### src/inc/banked_defs.svh
// constants for the banked memory map decoder
// assumes inclusion by bare name from interface and design files
`ifndef BANKED_DEFS_SVH
`define BANKED_DEFS_SVH
`define PC_RESET_VEC 13'h0000
`define PC_IRQ_VEC 13'h0004
`define PC_ONE 13'h0001
`define PC_SMALL_MASK 13'h0FFF
`define OFF_INDIRECT 7'h00
`define OFF_PCL 7'h02
`define OFF_STATUS 7'h03
`define OFF_FSR 7'h04
`define OFF_PROGRAM_COUNTER_UPPER_LATCH 7'h0A
`define OFF_GPR_LO 7'h20
`define OFF_GPR_HI 7'h6F
`define OFF_COMMON_LO 7'h70
`define OFF_B3_GPR_LO 7'h10
`define RAM_BASE_B1 9'h060
`define RAM_BASE_B2 9'h0B0
`define RAM_BASE_B3 9'h100
`define RAM_DEPTH 352
`define RAM_AW 9
`define STATUS_RESET 8'h00
`define FSR_RESET 8'h00
`define PROGRAM_COUNTER_UPPER_LATCH_RESET 8'h00
`define DATA_ZERO 8'h00
`define STATUS_IRP_BIT 7
`define STATUS_BANK_HI 6
`define STATUS_BANK_LO 5
`define PROGRAM_COUNTER_UPPER_LATCH_PCL_HI 4
`define PROGRAM_COUNTER_UPPER_LATCH_JMP_HI 4
`define PROGRAM_COUNTER_UPPER_LATCH_JMP_LO 3
`endif

### src/inc/banked_pkg.sv
// types used by the decoder for its target decode and data addresses
// assumes banked_defs.svh is on the include path
package banked_pkg;
  typedef enum logic [2:0] {
    TGT_NONE,
    TGT_RAM,
    TGT_PCL,
    TGT_STATUS,
    TGT_FSR,
    TGT_PROGRAM_COUNTER_UPPER_LATCH
  } target_e;
  typedef logic [8:0] data_addr_t;
endpackage : banked_pkg

### src/inc/ram_if.sv
// carrier between the decoder and its general purpose ram
// assumes one clock shared by both ends
`timescale 1ns/10ps
`default_nettype none
`include "banked_defs.svh"
interface ram_if;
  logic en;
  logic we;
  logic [`RAM_AW-1:0] addr;
  logic [7:0] wdata;
  logic [7:0] rdata;
  modport ctrl (output en, output we, output addr, output wdata, input rdata);
  modport mem (input en, input we, input addr, input wdata, output rdata);
endinterface : ram_if
`default_nettype wire

### src/hw/gp_ram.sv
// general purpose byte storage, read data registered
// assumes the decoder only presents in-range addresses
`timescale 1ns/10ps
`default_nettype none
`include "banked_defs.svh"
module gp_ram (
  input wire logic clk_in,
  ram_if.mem port
);
  logic [7:0] mem_q [0:`RAM_DEPTH-1];
  logic [7:0] rdata_q;
  // ------------------------------------------------------------
  // storage
  // ------------------------------------------------------------
  // no reset on the array: it is plain static ram
  always_ff @(posedge clk_in) begin
    if (port.en && port.we) begin
      mem_q[port.addr] <= port.wdata;
    end
    if (port.en) begin
      rdata_q <= mem_q[port.addr];
    end
  end
  assign port.rdata = rdata_q;
endmodule : gp_ram
`default_nettype wire

### src/hw/banked_memory_map_decoder.sv
// program counter and banked data address decoder of an 8-bit core
// assumes the core's fetch and data logic run on clk_in and hold one access per cycle
`timescale 1ns/10ps
`default_nettype none
`include "banked_defs.svh"
// Notes on behaviour
// - thirteen-bit program counter addresses fourteen-bit program words
// - program space is 0000h-0FFFh small, 0000h-1FFFh large
// - small variant wraps addresses above 4K into the first 4K
// - fetching starts at 0000h after reset
// - taking an interrupt loads the counter with 0004h
// - bank bits 00,01,10,11 select banks 0 to 3
// - each bank has 128 offsets, 00h to 7Fh
// - low offsets are special registers, higher offsets general ram
// - core special registers mirror into every bank, same storage
// - general ram totals 256 or 352 bytes by variant
// - every register reachable directly or via file select pointer
// - unimplemented locations read as zero
// - offset 00h has no storage; it redirects through the pointer
module banked_memory_map_decoder #(
  parameter bit LARGE_PROG = 1'b1,
  parameter bit BANK3_RAM = 1'b1
) (
  input wire logic clk_in,
  input wire logic rstn_in,
  input wire logic pc_advance_in,
  input wire logic pc_jump_in,
  input wire logic [10:0] pc_jump_addr_in,
  input wire logic irq_take_in,
  input wire logic acc_valid_in,
  input wire logic acc_write_in,
  input wire logic [6:0] acc_offset_in,
  input wire logic [7:0] acc_wdata_in,
  output logic [12:0] prog_addr_out,
  output logic [7:0] rdata_out,
  output logic rvalid_out,
  output logic [1:0] bank_out
);
  // ------------------------------------------------------------
  // state
  // ------------------------------------------------------------
  logic [12:0] pc_q, pc_d;
  logic [7:0] status_q, status_d;
  logic [7:0] fsr_q, fsr_d;
  logic [7:0] program_counter_upper_latch_q, program_counter_upper_latch_d;
  logic rd_s1_q, rd_s1_d;
  logic ram_s1_q, ram_s1_d;
  logic [7:0] reg_s1_q, reg_s1_d;
  logic [7:0] rdata_q, rdata_d;
  logic rvalid_q, rvalid_d;
  banked_pkg::data_addr_t addr;
  banked_pkg::target_e tgt;
  logic [`RAM_AW-1:0] ram_idx;
  logic [6:0] off;
  logic [1:0] bank;
  logic wr;
  ram_if ram ();
  gp_ram u_ram (
    .clk_in(clk_in),
    .port(ram.mem)
  );
  // ------------------------------------------------------------
  // address formation and decode
  // ------------------------------------------------------------
  always_comb begin
    if (acc_offset_in == `OFF_INDIRECT) begin
      addr = {status_q[`STATUS_IRP_BIT], fsr_q};
    end else begin
      addr = {status_q[`STATUS_BANK_HI:`STATUS_BANK_LO], acc_offset_in};
    end
    off = addr[6:0];
    bank = addr[8:7];
    tgt = banked_pkg::TGT_NONE;
    ram_idx = '0;
    // a pointer that itself names 00h reaches nothing, so it reads zero
    if (off == `OFF_PCL) begin
      tgt = banked_pkg::TGT_PCL;
    end else if (off == `OFF_STATUS) begin
      tgt = banked_pkg::TGT_STATUS;
    end else if (off == `OFF_FSR) begin
      tgt = banked_pkg::TGT_FSR;
    end else if (off == `OFF_PROGRAM_COUNTER_UPPER_LATCH) begin
      tgt = banked_pkg::TGT_PROGRAM_COUNTER_UPPER_LATCH;
    end else if (off >= `OFF_COMMON_LO) begin
      tgt = banked_pkg::TGT_RAM;
      ram_idx = {2'b00, off - `OFF_GPR_LO};
    end else if (off >= `OFF_GPR_LO && bank != 2'b11) begin
      tgt = banked_pkg::TGT_RAM;
      if (bank == 2'b00) begin
        ram_idx = {2'b00, off - `OFF_GPR_LO};
      end else if (bank == 2'b01) begin
        ram_idx = `RAM_BASE_B1 + {2'b00, off - `OFF_GPR_LO};
      end else begin
        ram_idx = `RAM_BASE_B2 + {2'b00, off - `OFF_GPR_LO};
      end
    end else if (BANK3_RAM && bank == 2'b11 && off >= `OFF_B3_GPR_LO) begin
      tgt = banked_pkg::TGT_RAM;
      ram_idx = `RAM_BASE_B3 + {2'b00, off - `OFF_B3_GPR_LO};
    end
  end
  assign wr = acc_valid_in && acc_write_in;
  assign ram.en = acc_valid_in && (tgt == banked_pkg::TGT_RAM);
  assign ram.we = acc_write_in;
  assign ram.addr = ram_idx;
  assign ram.wdata = acc_wdata_in;
  // ------------------------------------------------------------
  // core registers and program counter
  // ------------------------------------------------------------
  always_comb begin
    status_d = status_q;
    fsr_d = fsr_q;
    program_counter_upper_latch_d = program_counter_upper_latch_q;
    pc_d = pc_q;
    if (wr && tgt == banked_pkg::TGT_STATUS) begin
      status_d = acc_wdata_in;
    end
    if (wr && tgt == banked_pkg::TGT_FSR) begin
      fsr_d = acc_wdata_in;
    end
    if (wr && tgt == banked_pkg::TGT_PROGRAM_COUNTER_UPPER_LATCH) begin
      program_counter_upper_latch_d = acc_wdata_in;
    end
    if (irq_take_in) begin
      pc_d = `PC_IRQ_VEC;
    end else if (wr && tgt == banked_pkg::TGT_PCL) begin
      pc_d = {program_counter_upper_latch_q[`PROGRAM_COUNTER_UPPER_LATCH_PCL_HI:0], acc_wdata_in};
    end else if (pc_jump_in) begin
      pc_d = {program_counter_upper_latch_q[`PROGRAM_COUNTER_UPPER_LATCH_JMP_HI:`PROGRAM_COUNTER_UPPER_LATCH_JMP_LO], pc_jump_addr_in};
    end else if (pc_advance_in) begin
      pc_d = pc_q + `PC_ONE;
    end
    if (!LARGE_PROG) begin
      pc_d = pc_d & `PC_SMALL_MASK;
    end
  end
  always_ff @(posedge clk_in or negedge rstn_in) begin
    if (!rstn_in) begin
      pc_q <= `PC_RESET_VEC;
      status_q <= `STATUS_RESET;
      fsr_q <= `FSR_RESET;
      program_counter_upper_latch_q <= `PROGRAM_COUNTER_UPPER_LATCH_RESET;
    end else begin
      pc_q <= pc_d;
      status_q <= status_d;
      fsr_q <= fsr_d;
      program_counter_upper_latch_q <= program_counter_upper_latch_d;
    end
  end
  // ------------------------------------------------------------
  // read path, two stages so every output leaves a flop
  // ------------------------------------------------------------
  always_comb begin
    rd_s1_d = acc_valid_in && !acc_write_in;
    ram_s1_d = tgt == banked_pkg::TGT_RAM;
    reg_s1_d = `DATA_ZERO;
    if (tgt == banked_pkg::TGT_PCL) begin
      reg_s1_d = pc_q[7:0];
    end else if (tgt == banked_pkg::TGT_STATUS) begin
      reg_s1_d = status_q;
    end else if (tgt == banked_pkg::TGT_FSR) begin
      reg_s1_d = fsr_q;
    end else if (tgt == banked_pkg::TGT_PROGRAM_COUNTER_UPPER_LATCH) begin
      reg_s1_d = program_counter_upper_latch_q;
    end
    rvalid_d = rd_s1_q;
    rdata_d = `DATA_ZERO;
    if (rd_s1_q) begin
      rdata_d = ram_s1_q ? ram.rdata : reg_s1_q;
    end
  end
  always_ff @(posedge clk_in or negedge rstn_in) begin
    if (!rstn_in) begin
      rd_s1_q <= 1'b0;
      ram_s1_q <= 1'b0;
      reg_s1_q <= `DATA_ZERO;
      rdata_q <= `DATA_ZERO;
      rvalid_q <= 1'b0;
    end else begin
      rd_s1_q <= rd_s1_d;
      ram_s1_q <= ram_s1_d;
      reg_s1_q <= reg_s1_d;
      rdata_q <= rdata_d;
      rvalid_q <= rvalid_d;
    end
  end
  assign prog_addr_out = pc_q;
  assign rdata_out = rdata_q;
  assign rvalid_out = rvalid_q;
  assign bank_out = status_q[`STATUS_BANK_HI:`STATUS_BANK_LO];
endmodule : banked_memory_map_decoder
`default_nettype wire

### config.mk
export PLATFORM = sky130hd
export DESIGN_NAME = banked_memory_map_decoder
export DESIGN_NICKNAME = d
export VERILOG_FILES = /design/src/inc/banked_pkg.sv /design/src/inc/ram_if.sv /design/src/hw/gp_ram.sv /design/src/hw/banked_memory_map_decoder.sv
export VERILOG_INCLUDE_DIRS = /design/src /design/src/inc
export SDC_FILE = /design/constraint.sdc
export NUM_CORES = 2
export LEC_CHECK = 0
export BUFFER_PORTS_ARGS = -buffer_cell sky130_fd_sc_hd__clkbuf_2
export CELL_PAD_IN_SITES_DETAIL_PLACEMENT = 0
export CELL_PAD_IN_SITES_GLOBAL_PLACEMENT = 1
export CORE_ASPECT_RATIO = 0.7
export CORE_UTILIZATION = 25
export DETAILED_ROUTE_END_ITERATION = 7
export HOLD_SLACK_MARGIN = 0.1
export PLACE_DENSITY = 0.41
export SETUP_SLACK_MARGIN = 0.3
export SLEW_MARGIN = 20
export SYNTH_ARGS = -nofsm -noshare
export SYNTH_HDL_FRONTEND = slang
export SYNTH_HIERARCHICAL = 1
export SYNTH_SLANG_ARGS = --single-unit
### constraint.sdc
create_clock -name clk_in -period 13.13 [get_ports clk_in]
set_input_delay 2.626 -clock clk_in [delete_from_list [all_inputs] [get_ports clk_in]]
set_output_delay 2.626 -clock clk_in [all_outputs]
set_load 0.03 [all_outputs]
==> implementation parameters <==
Parameter                              Value

Power and ir drop
  Overall power consumption ... 19.95 mW
  NetSw ... 4.707 mW
  Peak supply drop ... 0.08222 mV
  Static leakage power ... 39.27 nW
  Internal Dissipation ... 15.24 mW
  Sequential share of power ... 0.508
  Fraction of power spent switching nets ... 0.2360
  Ratio of total power to cell area ... 152.9 mW/mm2
  Combinational share of power ... 0.068
  Share of power burned in the clock network ... 0.423

Worst hold path
  Hold Crit Class ... register to register

Detailed routing
  Number of DRC violations after detailed-routing iteration 0 ... 6546
  Number of detailed-routing iterations run before antenna repair ... 5
  Routed Antenna Nets ... 0
  Vias per cell ... 4.879
  DR DRC count ... 0
  WL/cell ... 32.43 um
  Total wire length after detailed routing ... 387.2 mm
  Count of vias placed by the detailed router ... 58.25k

GRT
  GR Layer Usage met2 ... 0.2292
  Routing usage on met1 ... 0.2697
  Met3 Usage GRT ... 0.03318
  Via count of the first global-routing pass ... 57.70k
  Antenna violations before repair ... 54
  Global Route Usage Sum ... 0.1664
  Maximum number of pins on one net before global-route repair ... 167
  Leftover overflow at the end of global routing ... 0
  Global-route wire length before repair ... 523.2 mm
  Most congested layer reported by global routing ... met1

Floorplan
  Initial core utilization ... 0.2522
  Number of placement rows ... 205
  I/O pin count ... 57
  Die span in y ... 564.0 um
  Area of the die ... 0.4540 mm2
  Total core area ... 0.4473 mm2
  Die width ... 804.9 um

STA
  Final-layout setup total negative slack ... 0 ns
  FMAX ... 106.9 MHz
  Tightest slew margin relative to the limit ... 0.1434
  Final critical-path required period ... 9.353 ns
  Worst setup skew after layout ... 0.06948 ns
  Hold violation count in the final report ... 0
  Number of slew-limit violations in the final report ... 0
  Portion of the clock cycle consumed by the worst path in the final layout ... 0.7124
  Setup repair after global routing missed its margin ... false
  Slew of the pin with the lowest slew margin ... 1.285 ns
  Setup-failing EPs final ... 0
  Post-route setup slack ... 3.777 ns

Synthesis
  Area share of the largest cell type after synthesis ... 0.7517
  Post-synth EDFFs ... 2824
  Most common flop cell mapped by yosys ... edfxtp_1
  Count of cell types in the netlist ... 81
  Post-Synthesis Cell Area ... 0.1128 mm2
  Number of nets in the synthesized netlist ... 5544
  Average cell area after synthesis ... 20.49 um2
  Synthesis warning total ... 6
  Yosys top cell by area ... edfxtp_1
  Sequential share of the synthesized area ... 0.7641
  Post-synthesis cell count ... 5506
  Register bit total from synthesis ... 2880
  Share of flip-flops with an asynchronous set or reset ... 0.01944
  Top cells by area in the synthesized netlist ... edfxtp_1, mux4_2, mux2i_1

Clock tree
  Number of hold buffers added after CTS ... 0
  Clock sink count ... 2880
  Clock input transition at the sequential cells of the worst setup and hold paths ... 0.06 ns
  # H-tree levels ... 5
  Number of buffers inserted during clock tree synthesis ... 304
  Buffers inserted during post-CTS setup optimization ... 0
  TritonCTS clock tree ... built
  Clk Tree Root Cell ... clkbuf_16
  Number of resized instances in the post-cts repair step ... 0
  Number of buffers on the longest clock path ... 4
  Clock insertion delay at the later pin of the skew report ... 0.92 ns

Worst setup path
  Worst-path fanout max ... 43
  Worst setup SP type ... input port
  Cell breakdown of the critical path ... clkbuf_2 -> nor4_2 -> buf_4 -> a31oi_1 -> inv_1 -> ha_1 -> a2111o_1 -> a21oi_1 -> nor4_2 -> buf_4 -> buf_4 -> buf_4 -> buf_4 -> mux4_2 -> mux2i_1 -> nor2_1 -> a221oi_1 -> a31oi_1 -> a2111oi_0 -> nand4_1
  Most common cell on crit path ... buf_4
  Required time reported for the critical path endpoint ... 13.74 ns
  Crit path largest cell delay ... 0.99 ns
  Crit path DAT ... 9.96 ns
  Critical setup path kind ... input port to register
  Buffers & Inverters on Critical Path ... 7
  Top cell family by delay on the critical path ... compound AO/OA/AOI/OAI gates
  Crit-path slowest cell ... a2111oi_0
  Worst Setup End Kind ... register

Final layout
  P&R area growth vs syn ... 15.60%
  Fraction of final layout cells sized beyond drive strength 1 ... 0.2430
  Leading cell type in the layout, fill and taps excluded ... edfxtp_1
  Highest-count cells in the layout ignoring fill and taps ... edfxtp_1, mux4_2, nor2_1
  Post-layout net count ... 5733

Place
  Setup slack after placement ... 3.058 ns
  Detailed placer's ending HPWL ... 246.5 mm
  Gp weighted congestion ... 0.7843
  IO buf count ... 56

Outcome
  Run status ... finished, final reports clean

Job
  Number of maximum-capacitance violations ... 0
-- cells by family after synthesis --
kind of cell	Yosys count	synth area share
AO/OA/AOI/OAI	506	0.03109
XOR/XNOR	9	0.0006987
adder cells (fa/ha/maj)	5	0.0005545
buffers and inverters	363	0.01534
flip-flops	2880	0.7641
multiplexers	897	0.1543
AND/OR/NAND/NOR	846	0.03392
-- layout make-up --
cell class / instances / area [um2]
fill: 43750 / 316900
sequential: 2880 / 86200
multi-input combinational: 2263 / 25300
clock buffer: 379 / 7984
tap: 6003 / 7511
timing repair buffer: 224 / 1878
clock inverter: 157 / 1431
inverter: 22 / 87.58
antenna: 11 / 27.53
-- metal layers --
metal | share of wire | vias to the layer above | routed length, um
met5 | 0.000070 | - | 27
met4 | 0.016 | 4 | 6357
met3 | 0.071 | 385 | 27470
met2 | 0.41 | 2041 | 157200
met1 | 0.51 | 32490 | 196100
li1 | - | 23330 | -
-- flip-flops by register name (all words and copies together), names as in the netlist, 8 cells and up --
signal                         cells
program_counter_upper_latch_q      8
reg_s1_q                           8
rdata_out                          8
fsr_q                              8
prog_addr_out                     13
u_ram/mem_q                     2816
status_q                           8
u_ram/port.rdata                   8
-- Yosys cell counts, types with 9 or more instances --
cell type and n:
a211oi_1 12, a21oi_1 103, a221oi_1 38, a22o_1 19, a22oi_1 86, a311oi_1 10, a31oi_1 52, and2_1 10
and3_1 13, buf_1 35, buf_2 131, buf_4 36, clkbuf_1 131, dfrtp_1 56, edfxtp_1 2824, inv_1 19
mux2_1 24, mux2_2 35, mux2i_1 173, mux4_1 9, mux4_2 656, nand2_1 176, nand2b_1 14, nand3_1 48
nand4_1 53, nor2_1 420, nor2b_1 17, nor3_1 23, nor4_1 18, o21ai_0 53, o221ai_1 13, o22ai_1 39
or3_1 10
-- power by group through the flow --
| stage | clock, mW | combinational, mW | sequential [mW] |
|---|---|---|---|
| detailed placement | 0 | 1.38 | 10.3 |
| floorplan | 0 | 0.664 | 10.3 |
| global placement | 0 | 1.37 | 10.3 |
| global route | 8.99 | 1.43 | 10.1 |
| CTS | 8.68 | 1.39 | 10.1 |
| finish | 8.44 | 1.37 | 10.1 |
-- through the flow --
| stage | hold slack, ns | utilization | cells | cell area, um2 |
|---|---|---|---|---|
| after floorplan | 0.4344 | - | 5506 | 112800 |
| after global placement | 0.4753 | 0.2698 | 11390 | 120700 |
| after detailed placement | 0.4822 | 0.2703 | 11390 | 120900 |
| after CTS | 0.4954 | 0.2913 | 11930 | 130300 |
| after global routing | 0.5073 | 0.2915 | 11930 | 130400 |
| final | 0.4934 | 0.2916 | 11940 | 130400 |
-- final timing paths --
kind / from / depth (start not counted) / slack (ns) / to
max in group asynchronous: rstn_in / 2 / 10.67 / reg_s1_q[2]$_DFF_PN0_
hold reg to reg: status_q[4]$_DFFE_PN0P_ / 1 / 0.49 / status_q[4]$_DFFE_PN0P_
setup reg to reg: fsr_q[5]$_DFFE_PN0P_ / 17 / 5.64 / u_ram/port.rdata[6]$_DFFE_PP_
hold / removal: status_q[4]$_DFFE_PN0P_ / 1 / 0.49 / status_q[4]$_DFFE_PN0P_
setup / recovery: acc_offset_in[0] / 20 / 3.78 / u_ram/port.rdata[6]$_DFFE_PP_
min in group asynchronous: rstn_in / 2 / 1.89 / rdata_out[5]$_DFF_PN0_
(Power assumes the default switching activity.)
